==> src/pwm_pkg.sv <==
package pwm_pkg;
   localparam int gen_count = 2;
   localparam int width_bits = 16;
   localparam int cycle_bits = 24;
   // pulse width scale codes
   typedef enum logic [1:0] {
      scale_hundredths = 2'b00,
      scale_thousandths = 2'b01,
      scale_tenthousandths = 2'b10,
      scale_analog = 2'b11
   } scale_type;
   localparam logic [15:0] full_hundredths = 16'h0064;
   localparam logic [15:0] full_thousandths = 16'h03e8;
   localparam logic [15:0] full_tenthousandths = 16'h2710;
   localparam logic [15:0] full_analog = 16'h6c00;
   // time base codes
   typedef enum logic {
      base_ms = 1'b0,
      base_us = 1'b1
   } base_type;
   // generator use
   typedef enum logic {
      use_width_mod = 1'b0,
      pulse_train_mode = 1'b1
   } gen_use_type;
   typedef enum logic [1:0] {
      source_onboard = 2'b00,
      source_addon = 2'b01
   } source_type;
   // clock rate and time base units
   localparam int clk_mhz = 250;
   localparam int us_ns = 1000;
   localparam int clk_period_ns = 4;
   localparam int ticks_per_us = us_ns / clk_period_ns;
   localparam int ticks_per_ms = ticks_per_us * 1000;
   // output image word addresses
   localparam logic [15:0] width_addr_gen0 = 16'h03e8;
   localparam logic [15:0] width_addr_gen1 = 16'h03ea;
   // generator identifiers
   typedef logic [15:0] generator_identifier_type;
   localparam generator_identifier_type gen_id0 = 16'h0001;
   localparam generator_identifier_type gen_id1 = 16'h0002;
   // condition codes
   localparam logic [15:0] status_ok = 16'h0000;
   localparam logic [15:0] status_bad_id = 16'h80a1;
   localparam logic [15:0] access_err_lo = 16'h8022;
   localparam logic [15:0] access_err_hi = 16'h803a;
   // output pin positions within each board group
   localparam int pulse_pin0 = 0;
   localparam int pulse_pin1 = 2;
   localparam int out_bits = 4;
   // register port
   localparam int addr_bits = 4;
   localparam logic [3:0] reg_ctrl = 4'h0;
   localparam logic [3:0] reg_status = 4'h1;
   localparam logic [3:0] reg_irq_status = 4'h2;
   localparam logic [3:0] reg_irq_mask = 4'h3;
   localparam int irq_bits = 4;
   localparam int irq_bad_id = 0;
   localparam int irq_access = 1;
   localparam int irq_start = 2;
   localparam int irq_stop = 3;
endpackage

==> src/dual_pulse_width_generator.sv <==
// The implementer's own choices: the register addresses and the address-and-strobe port.
`timescale 1ns/1ps
module dual_pulse_width_generator #(
   parameter int cycle_bits = pwm_pkg::cycle_bits,
   parameter logic [15:0] init_width0 = 16'h0000,
   parameter logic [15:0] init_width1 = 16'h0000
) (
   input wire logic clk_i, // 250 mhz clock
   input wire logic rst_i, // synchronous reset, high
   input wire logic run_i, // controller run mode request
   input wire logic call_en_i, // control call executes this cycle
   input wire pwm_pkg::generator_identifier_type call_id_i, // generator selected
   input wire logic call_enable_i, // 1 start, 0 stop
   output logic call_busy_o, // always low
   output logic [15:0] call_status_o, // condition code
   output logic call_success_flag_o, // call succeeded
   input wire logic err_valid_i, // code block raised an error
   input wire logic [15:0] err_code_i, // error code
   input wire logic err_handled_i, // block handles error itself
   output logic run_o, // controller in run mode
   input wire pwm_pkg::scale_type scale0_i, // width scale gen 0
   input wire pwm_pkg::scale_type scale1_i, // width scale gen 1
   input wire pwm_pkg::base_type base0_i, // time base gen 0
   input wire pwm_pkg::base_type base1_i, // time base gen 1
   input wire logic [cycle_bits-1:0] cycle0_i, // cycle time gen 0 in base units
   input wire logic [cycle_bits-1:0] cycle1_i, // cycle time gen 1 in base units
   input wire pwm_pkg::gen_use_type use0_i, // gen 0 use
   input wire pwm_pkg::gen_use_type use1_i, // gen 1 use
   input wire logic gen_on0_i, // gen 0 configured
   input wire logic gen_on1_i, // gen 1 configured
   input wire pwm_pkg::source_type source_i, // onboard or addon_output_board
   input wire logic [15:0] waddr0_i, // width word address gen 0
   input wire logic [15:0] waddr1_i, // width word address gen 1
   input wire logic img_we_i, // output image word write
   input wire logic [15:0] img_addr_i, // output image word address
   input wire logic [15:0] img_data_i, // output image word data
   input wire logic [pwm_pkg::out_bits-1:0] prog_out_i, // program output bits
   input wire logic [pwm_pkg::out_bits-1:0] force_en_i, // force enables
   input wire logic [pwm_pkg::out_bits-1:0] force_val_i, // force values
   output logic [pwm_pkg::out_bits-1:0] onboard_o, // onboard outputs
   output logic [pwm_pkg::out_bits-1:0] addon_o, // addon board outputs
   input wire logic [pwm_pkg::addr_bits-1:0] addr_i, // register address
   input wire logic [31:0] wdata_i, // register write data
   input wire logic wr_i, // write strobe
   input wire logic rd_i, // read strobe
   output logic [31:0] rdata_o, // read data
   output logic irq_o // interrupt level
);
   import pwm_pkg::*;

   logic [1:0] run_sync_reg;
   logic run_reg;
   logic [gen_count-1:0] active_reg;
   logic [15:0] width_reg [gen_count];
   logic [cycle_bits-1:0] unit_reg [gen_count];
   logic [cycle_bits-1:0] phase_reg [gen_count];
   logic [gen_count-1:0] pulse_reg;
   logic [15:0] status_reg;
   logic success_reg;
   logic [irq_bits-1:0] irq_status_reg;
   logic [irq_bits-1:0] irq_mask_reg;
   logic [irq_bits-1:0] irq_event;
   logic [31:0] rdata_reg;
   logic [gen_count-1:0] sw_stop_reg;
   logic access_err;
   logic id_ok;
   logic sel;
   logic run_rise;
   logic error_stop_reg;
   logic [gen_count-1:0] call_hit;
   logic [gen_count-1:0] width_hit;
   logic rd_irq_clear;

   function automatic logic [15:0] full_scale(input scale_type s);
      case (s)
         scale_hundredths: full_scale = full_hundredths;
         scale_thousandths: full_scale = full_thousandths;
         scale_tenthousandths: full_scale = full_tenthousandths;
         scale_analog: full_scale = full_analog;
         default: full_scale = full_hundredths;
      endcase
   endfunction

   function automatic logic [31:0] base_ticks(input base_type b);
      base_ticks = (b == base_us) ? 32'(ticks_per_us) : 32'(ticks_per_ms);
   endfunction

   // per-generator view of the configuration
   scale_type scale [gen_count];
   base_type base [gen_count];
   logic [cycle_bits-1:0] cycle [gen_count];
   logic [gen_count-1:0] usable;
   logic [15:0] waddr [gen_count];
   logic [15:0] init_w [gen_count];
   assign scale[0] = scale0_i;
   assign scale[1] = scale1_i;
   assign base[0] = base0_i;
   assign base[1] = base1_i;
   assign cycle[0] = cycle0_i;
   assign cycle[1] = cycle1_i;
   assign waddr[0] = waddr0_i;
   assign waddr[1] = waddr1_i;
   assign init_w[0] = init_width0;
   assign init_w[1] = init_width1;
   // width mode only when not pulse train
   assign usable[0] = gen_on0_i && (use0_i == use_width_mod);
   assign usable[1] = gen_on1_i && (use1_i == use_width_mod);

   // image writes aimed at each generator's width word
   always_comb begin
      width_hit = '0;
      for (int g = 0; g < gen_count; g++) begin
         width_hit[g] = img_we_i && (img_addr_i == waddr[g]);
      end
   end

   always_ff @(posedge clk_i) begin
      if (rst_i) begin
         run_sync_reg <= 2'b00;
      end else begin
         run_sync_reg <= {run_sync_reg[0], run_i};
      end
   end

   assign access_err = err_valid_i && !err_handled_i && (err_code_i >= access_err_lo) && (err_code_i <= access_err_hi);

   // stop mode holds until the run request is dropped
   always_ff @(posedge clk_i) begin
      if (rst_i) begin
         error_stop_reg <= 1'b0;
      end else if (access_err) begin
         error_stop_reg <= 1'b1;
      end else if (!run_sync_reg[1]) begin
         error_stop_reg <= 1'b0;
      end
   end

   always_ff @(posedge clk_i) begin
      if (rst_i) begin
         run_reg <= 1'b0;
      end else if (access_err) begin
         run_reg <= 1'b0;
      end else begin
         run_reg <= run_sync_reg[1] && !error_stop_reg;
      end
   end
   assign run_rise = run_sync_reg[1] && !error_stop_reg && !run_reg && !access_err;
   assign run_o = run_reg;

   // control call decode
   assign id_ok = (call_id_i == gen_id0 && usable[0]) || (call_id_i == gen_id1 && usable[1]);
   assign sel = (call_id_i == gen_id1);

   // one-hot view of the generator a valid call selects
   always_comb begin
      call_hit = '0;
      for (int g = 0; g < gen_count; g++) begin
         call_hit[g] = call_en_i && id_ok && (sel == 1'(g));
      end
   end

   always_ff @(posedge clk_i) begin
      if (rst_i) begin
         status_reg <= status_ok;
         success_reg <= 1'b1;
      end else if (call_en_i) begin
         status_reg <= id_ok ? status_ok : status_bad_id;
         success_reg <= id_ok;
      end
   end
   assign call_busy_o = 1'b0;
   assign call_status_o = status_reg;
   assign call_success_flag_o = success_reg;

   always_ff @(posedge clk_i) begin
      if (rst_i) begin
         active_reg <= '0;
      end else begin
         for (int g = 0; g < gen_count; g++) begin
            if (!run_reg || !usable[g] || sw_stop_reg[g]) begin
               active_reg[g] <= 1'b0;
            end else if (call_hit[g]) begin
               // start or stop by enable input
               active_reg[g] <= call_enable_i;
            end
         end
      end
   end

   always_ff @(posedge clk_i) begin
      if (rst_i) begin
         for (int g = 0; g < gen_count; g++) begin
            width_reg[g] <= init_w[g];
         end
      end else begin
         for (int g = 0; g < gen_count; g++) begin
            if (run_rise) begin
               // reload initial width at stop to run
               width_reg[g] <= init_w[g];
            end else if (width_hit[g]) begin
               // word at configured address; no restart
               width_reg[g] <= img_data_i;
            end
         end
      end
   end

   // base unit prescaler and cycle phase counter
   always_ff @(posedge clk_i) begin
      if (rst_i) begin
         for (int g = 0; g < gen_count; g++) begin
            unit_reg[g] <= '0;
            phase_reg[g] <= '0;
         end
      end else begin
         for (int g = 0; g < gen_count; g++) begin
            if (!active_reg[g]) begin
               unit_reg[g] <= '0;
               phase_reg[g] <= '0;
            end else if (32'(unit_reg[g]) + 32'd1 >= base_ticks(base[g])) begin
               // unit is one ms or one us
               unit_reg[g] <= '0;
               // free running cycle; cycle from configuration only
               phase_reg[g] <= (phase_reg[g] + 1'b1 >= cycle[g]) ? '0 : phase_reg[g] + 1'b1;
            end else begin
               unit_reg[g] <= unit_reg[g] + 1'b1;
            end
         end
      end
   end

   always_ff @(posedge clk_i) begin
      if (rst_i) begin
         pulse_reg <= '0;
      end else begin
         for (int g = 0; g < gen_count; g++) begin
            // phase*full < cycle*width; scale sets full
            // wide products keep the compare exact
            // zero never high, full scale always high
            pulse_reg[g] <= active_reg[g] && (width_reg[g] >= full_scale(scale[g]) ||
               (48'(phase_reg[g]) * 48'(full_scale(scale[g]))) < (48'(cycle[g]) * 48'(width_reg[g])));
         end
      end
   end

   // output routing
   always_ff @(posedge clk_i) begin
      if (rst_i) begin
         onboard_o <= '0;
         addon_o <= '0;
      end else begin
         for (int b = 0; b < out_bits; b++) begin
            onboard_o[b] <= force_en_i[b] ? force_val_i[b] : prog_out_i[b];
            addon_o[b] <= force_en_i[b] ? force_val_i[b] : prog_out_i[b];
         end
         // pulse pins of first and second pair; override writes and force
         if (usable[0]) begin
            if (source_i == source_addon) begin
               addon_o[pulse_pin0] <= pulse_reg[0];
            end else begin
               onboard_o[pulse_pin0] <= pulse_reg[0];
            end
         end
         if (usable[1]) begin
            if (source_i == source_addon) begin
               addon_o[pulse_pin1] <= pulse_reg[1];
            end else begin
               onboard_o[pulse_pin1] <= pulse_reg[1];
            end
         end
      end
   end

   // register port and interrupts
   assign irq_event[irq_bad_id] = call_en_i && !id_ok;
   assign irq_event[irq_access] = access_err;
   assign irq_event[irq_start] = call_enable_i && run_reg && |(call_hit & ~active_reg & ~sw_stop_reg);
   assign irq_event[irq_stop] = call_en_i && id_ok && !call_enable_i;

   // read of the interrupt status register clears it
   assign rd_irq_clear = rd_i && (addr_i == reg_irq_status);

   always_ff @(posedge clk_i) begin
      if (rst_i) begin
         irq_mask_reg <= '0;
         sw_stop_reg <= '0;
      end else if (wr_i) begin
         if (addr_i == reg_irq_mask) begin
            irq_mask_reg <= wdata_i[irq_bits-1:0];
         end
         if (addr_i == reg_ctrl) begin
            sw_stop_reg <= wdata_i[gen_count-1:0];
         end
      end
   end

   always_ff @(posedge clk_i) begin
      if (rst_i) begin
         irq_status_reg <= '0;
      end else if (rd_irq_clear) begin
         irq_status_reg <= irq_event;
      end else begin
         irq_status_reg <= irq_status_reg | irq_event;
      end
   end
   assign irq_o = |(irq_status_reg & irq_mask_reg);

   always_ff @(posedge clk_i) begin
      if (rst_i) begin
         rdata_reg <= '0;
      end else if (rd_i) begin
         case (addr_i)
            reg_ctrl: rdata_reg <= 32'(sw_stop_reg);
            reg_status: rdata_reg <= {12'h000, run_reg, pulse_reg, active_reg, status_reg[14:0]};
            reg_irq_status: rdata_reg <= 32'(irq_status_reg);
            reg_irq_mask: rdata_reg <= 32'(irq_mask_reg);
            default: rdata_reg <= '0;
         endcase
      end else begin
         rdata_reg <= '0;
      end
   end
   assign rdata_o = rdata_reg;
endmodule

==> config.mk <==
export PLATFORM = sky130hd
export DESIGN_NAME = dual_pulse_width_generator
export DESIGN_NICKNAME = d
export VERILOG_FILES = /design/src/pwm_pkg.sv /design/src/dual_pulse_width_generator.sv
export SDC_FILE = /design/constraint.sdc
export NUM_CORES = 2
export LEC_CHECK = 0
export BUFFER_PORTS_ARGS = -buffer_cell sky130_fd_sc_hd__buf_4
export CAP_MARGIN = 40
export CORE_UTILIZATION = 40
export CTS_BUF_LIST = sky130_fd_sc_hd__clkbuf_16
export DETAILED_ROUTE_END_ITERATION = 16
export SYNTH_ARGS = -nofsm -noshare
export SYNTH_HDL_FRONTEND = slang
export SYNTH_SLANG_ARGS = --single-unit
==> constraint.sdc <==
create_clock -name clk_i -period 17 [get_ports clk_i]
set_clock_uncertainty 0.15 [all_clocks]
set_input_delay 2.55 -clock clk_i [delete_from_list [all_inputs] [get_ports clk_i]]
set_output_delay 2.55 -clock clk_i [all_outputs]
set_load 0.02 [all_outputs]
==> After elaboration in Yosys (flattened, before gate mapping) <==
Memories as Yosys holds them, arrays and structs flattened.
Index checks and enable logic that the tools add are counted.
{ "totals": {"output_inout_bits": 60, "memories": 3, "in_bits": 214, "ramBits": 128, "register_bits": 75, "wordCells": 198} }
{ "mem_list": {"columns": ["memory", "depth", "width", "read_ports", "rd_ports_with_merged_regs", "write_ports", "line", "source"], "rows": [
  ["phase_reg", 2, 24, 2, 0, 2, "dual_pulse_width_generator.sv:56", "logic [cycle_bits-1:0] phase_reg [gen_count];"],
  ["unit_reg", 2, 24, 2, 0, 2, "dual_pulse_width_generator.sv:55", "logic [cycle_bits-1:0] unit_reg [gen_count];"],
  ["width_reg", 2, 16, 2, 0, 2, "dual_pulse_width_generator.sv:54", "logic [15:0] width_reg [gen_count];"]
]} }
{ "op_classes": {"mux": 74, "n_eq_ne": 15, "reduce_logical": 48, "n_lt_le_gt_ge": 10, "add_sub_neg": 6, "bitwise_logic": 24, "multipliers": 4} }
{ "ops": {"columns": ["operator", "n"], "rows": [
  ["2-to-1 mux 24 bit", 12],
  ["multiplier 24 x 16 -> 40 bit", 4],
  ["one-hot mux 16 bit (4 select lines)", 2],
  ["2-to-1 mux 16 bit", 7],
  ["adder 24 x 1 -> 24 bit, second input constant", 4],
  ["< comparator 40 bit", 2],
  ["one-hot mux 20 bit (4 select lines)", 1],
  ["adder 24 x 1 -> 25 bit, second input constant", 2],
  ["greater-or-equal comparator 25 x 18 -> 1 bit", 2],
  ["2-to-1 mux 1 bit", 49],
  ["greater-or-equal comparator 24 bit", 2],
  ["2-to-1 mux 18 bit", 2],
  ["equality test 16 bit", 2],
  ["greater-or-equal comparator 16 bit", 2],
  ["logical AND 1 bit", 22],
  ["equality test 16 x 1 -> 1 bit, second input constant", 1],
  ["equality test 16 x 2 -> 1 bit, second input constant", 1],
  ["greater-or-equal comparator 16 bit, second input constant", 1],
  ["less-or-equal comparator 16 bit, second input constant", 1],
  ["bitwise OR 1 bit", 14],
  ["OR reduction 2 bit", 5],
  ["equality test 2 bit, second input constant", 4],
  ["equality test 4 x 2 -> 1 bit, second input constant", 2],
  ["logical NOT 1 bit", 8],
  ["other kinds (14)", 29]
]} }

==> Depth between registers and ports, before layout <==
{ "depth": {"ltp_word": 12, "ltp_mapped": 38, "mapped_depth_nobuf": 35} }

==> Worst setup path after synthesis <==
Ideal clock, no wire load.
{ "synth_path": {"kind": "in2reg", "start": "in scale0_i[1]", "end": "reg pulse_reg[0]", "path_stages": 31, "setup_time_ps": 74, "n_path_buf": 3, "path_slack_ps": 6507, "arrival_ps": 10269, "path_cell_list": "clkbuf_1 -> clkinv_1 -> ha_1 -> clkbuf_1 -> and2_1 -> fa_1 -> inv_1 -> fa_1 -> inv_1 -> fa_1 -> fa_1 -> fa_1 -> inv_1 -> fa_1 -> inv_1 -> ha_1 -> clkbuf_1 -> nand4_1 -> or3_1 -> a211oi_1 -> or3_1 -> a21oi_1 -> o41a_1 -> o41ai_1 -> xnor2_1 -> ha_1 -> nand4_1 -> nor3_1 -> a2111oi_0 -> nand4_1 -> o21ai_0"} }
{ "synth_between": {"elab_chain_cells": 7, "elab_cells_between_ends": 11} }
{ "synth_rtl": {"columns": ["item", "line", "source"], "rows": [
  ["start: declaration", "dual_pulse_width_generator.sv:21", "input wire pwm_pkg::scale_type scale0_i,"],
  ["equality test 2 bit, or another cell as far along", "dual_pulse_width_generator.sv:75", "case (s)"],
  ["one-hot mux 16 bit (4 select lines) (*)", "dual_pulse_width_generator.sv:75", null],
  ["2-to-1 mux 16 bit (*)", "dual_pulse_width_generator.sv:233", "if (rst_i) begin"],
  ["multiplier 24 x 16 -> 40 bit", "dual_pulse_width_generator.sv:241", "(48'(phase_reg[g]) * 48'(full_scale(scale[g]))) < (48'(cycle[g]) * 48'(width_reg[g])));"],
  ["< comparator 40 bit", "dual_pulse_width_generator.sv:241", null],
  ["logical OR 1 bit (*)", "dual_pulse_width_generator.sv:240", "pulse_reg[g] <= active_reg[g] && (width_reg[g] >= full_scale(scale[g]) ||"],
  ["logical AND 1 bit (*)", "dual_pulse_width_generator.sv:240", null],
  ["end signal: indexed assignment", "dual_pulse_width_generator.sv:240", null],
  ["end: declaration", "dual_pulse_width_generator.sv:57", "logic [gen_count-1:0] pulse_reg;"]
]} }
Every way passes the cells marked *; elsewhere a longest branch is shown, timed or not. The select of a mux whose other input is x is not followed.
A chain may end at the register's enable or synchronous reset.

==> Final worst setup path <==
Ends and elaborated chain as after synthesis.

==> impl_metrics.tcl <==
set metrics [dict create \
    initial_core_util_pct 40.4 \
    worstSetupPathType "in -> reg" \
    ir_drop_uv 204 \
    most-common-layout-cells "inv_1 (1510), fa_1 (1048), ha_1 (724)" \
    path_max_fanout 44 \
    synth_cell_type_count 84 \
    worstSkewPairLatency_ns 0.53 \
    synth_cells 6462 \
    slowest_stage "ha_1" \
    ys_warn_count 0 \
    cts.repair.resized 0 \
    drt_first_pass_iters 5 \
    required_ns 17.25 \
    ant_nets 0 \
    setup_viol 0 \
    path_clk_slew_ns 0.08 \
    synth_fa_ha_area_share_pct 52.6 \
    synth_edf_count 128 \
    path_common_cell "fa_1" \
    hold_path.class "reg -> reg" \
    hold_buffers 0 \
    hpwl_um 116000 \
    viasPerCell 5.00 \
    ys_async_sr_fraction_pct 0 \
    die_area_um2 144000 \
    max-clock-path-buffers 2 \
    grt_max_degree 45 \
    gp_congestion 0.867 \
    status "finished clean" \
    routedWlPerCell_um 16.9 \
    htree_num_levels 4 \
    tns_ns 0 \
    slowest_delay_ns 0.86 \
    synth_xor_area_share_pct 3.57 \
    root_buffer "clkbuf_16" \
    antenna_found_initial 4 \
    drv_slew 0 \
    numCtsBuffers 17 \
    final_layout_size_suffix_gt1_share_pct 4.87 \
    final_common_cell "inv_1" \
    synth-simple-area-share_pct 16.9 \
    leakage_nw 32.4 \
    ys_ff_latch 164 \
    fp.dieH_um 380 \
    coreArea_um2 142000 \
    syn_to_final_growth_pct 7.50 \
    yosysSeqAreaShare_pct 7.99 \
    grt_pass1_vias 45500 \
    wl_um 143000 \
    synth_compound_area_share_pct 6.50 \
    synth_mux_area_share_pct 0.431 \
    fin_crit_ns 11.42 \
    fmax_mhz 87.6 \
    cp-end-kind "register" \
    cts.sinks 164 \
    finalHoldViolCount 0 \
    layout.nets 8550 \
    syn-cell-area_um2 57200 \
    dr.first_iter.drc_count 2160 \
    cts_setup_buffers 0 \
    synth_top_family_by_area "adder cells" \
    tightest_slew_ns 0.846 \
    die_width_um 380 \
    pwr_density_cell_nw_per_um2 104 \
    grt_pass1_wl_um 239000 \
    num_rows 138 \
    finalCritPeriodShare_pct 67.2 \
    synth-main-ff-cell "edfxtp_1" \
    total_power_mw 6.37 \
    num_vias 42300 \
    rsz0062_at_grt "false" \
    grt_usage_pct 20.7 \
    cts_tree "done" \
    critPathLaunchType "input port" \
    drc 0 \
    max-slew-margin-rel_pct 43.6 \
    ios 274 \
    port_buffers 211 \
    cp.arrival_ns 11.67 \
    cap_viol_max_count 0 \
    syn_area_per_cell_um2 8.85 \
    overflow 0 \
]
## path summary, 6_finish.rpt
check / startpoint / endpoint / slack, ns / cells after the start
max reg2reg: width_reg[1][4] / pulse_reg[1] / 7.83 / 32
min: error_stop_reg / error_stop_reg / 0.31 / 2
max: scale0_i[1] / pulse_reg[0] / 5.58 / 29
min reg2reg: error_stop_reg / error_stop_reg / 0.31 / 2
## worst max-delay path, delay by kind of cell
family                     cells  cell delay, ns
adders and majority gates      9            4.46
AOI/OAI and AO/OA              8            1.95
and+or+nand+nor                6            1.45
buffers and inverters          5            1.04
xor gates and xnor gates       1            0.15
## per-layer routing
metal	share of wire [%]	wire length [um]	vias to the layer above	global-route usage (%)
li1	-	-	19900	-
met1	43	60700	21300	26.4
met2	50	71900	981	36.6
met3	4.7	6680	195	2.55
met4	2.4	3500	4	5.65
met5	0.019	27	-	0
## cell usage after synthesis, types with 7 or more instances
| master | n | area, um2 |
|---|---|---|
| buf_4 | 40 | 300 |
| a2111oi_0 | 7 | 61.3 |
| o211ai_1 | 10 | 75.1 |
| a211oi_1 | 20 | 150 |
| o31ai_1 | 10 | 75.1 |
| nand2_1 | 668 | 2510 |
| o21bai_1 | 17 | 128 |
| xnor2_1 | 127 | 1110 |
| edfxtp_1 | 128 | 3840 |
| clkbuf_1 | 214 | 803 |
| and4_1 | 9 | 78.8 |
| nor3_1 | 41 | 205 |
| nand3b_1 | 10 | 75.1 |
| or3_1 | 10 | 62.6 |
| nor4_1 | 22 | 138 |
| nor2_1 | 219 | 822 |
| a21o_1 | 95 | 713 |
| a31o_2 | 7 | 61.3 |
| dfxtp_1 | 36 | 721 |
| ha_1 | 724 | 9060 |
| o21a_1 | 26 | 195 |
| nand4_1 | 50 | 313 |
| and2b_1 | 8 | 60.1 |
| nor2b_1 | 107 | 669 |
| a221o_1 | 7 | 70.1 |
| xor2_1 | 106 | 928 |
| o21ai_0 | 109 | 546 |
| o2111ai_1 | 8 | 70.1 |
| inv_1 | 1510 | 5670 |
| mux2i_1 | 19 | 190 |
| fa_1 | 1048 | 21000 |
| a31oi_1 | 15 | 93.8 |
| a21oi_1 | 191 | 956 |
| and2_1 | 569 | 3560 |
| and3_1 | 45 | 282 |
| nand3_1 | 84 | 420 |
| nand2b_1 | 28 | 175 |
| a21boi_0 | 10 | 75.1 |
## where the power goes
part | leakage [nW] | internal (mW) | switching (mW)
clock | 0.302 | 0.209 | 0.220
sequential | 1.70 | 0.441 | 0.0126
combinational | 30.4 | 2.27 | 3.22
total | 32.4 | 2.92 | 3.45
## metrics by stage
stage	cell area [um2]	hold WS [ns]	std cells	setup slack [ns]	utilization, %
2_1_floorplan	57500	0.264	6554	6.51	-
3_3_place_gp	60500	0.282	8418	5.22	42.7
3_5_place_dp	60800	0.295	8435	5.11	43.0
4_1_cts	61400	0.307	8467	5.67	43.4
5_1_grt	61400	0.322	8468	4.94	43.4
6_report	61400	0.306	8468	5.58	43.4
## cells by family (layout without fill, tap and decap cells)
group,Yosys count,in the layout
adder cells (fa/ha/maj),1772,1772
AND/OR/NAND/NOR,1905,1905
flip-flops,164,164
XOR/XNOR,233,233
buffers and inverters,1780,1803
multiplexers,24,24
other,2,95
AO/OA/AOI/OAI,582,582
## layout make-up
cell class	count	area, um2
clock inverter	14	174
fill	14200	80100
clock buffer	18	450
inverter	1515	5690
timing repair buffer	256	2110
sequential	164	4560
antenna	1	2.50
multi-input combinational	4610	46100
tap	1890	2360
(Power assumes the default switching activity.)
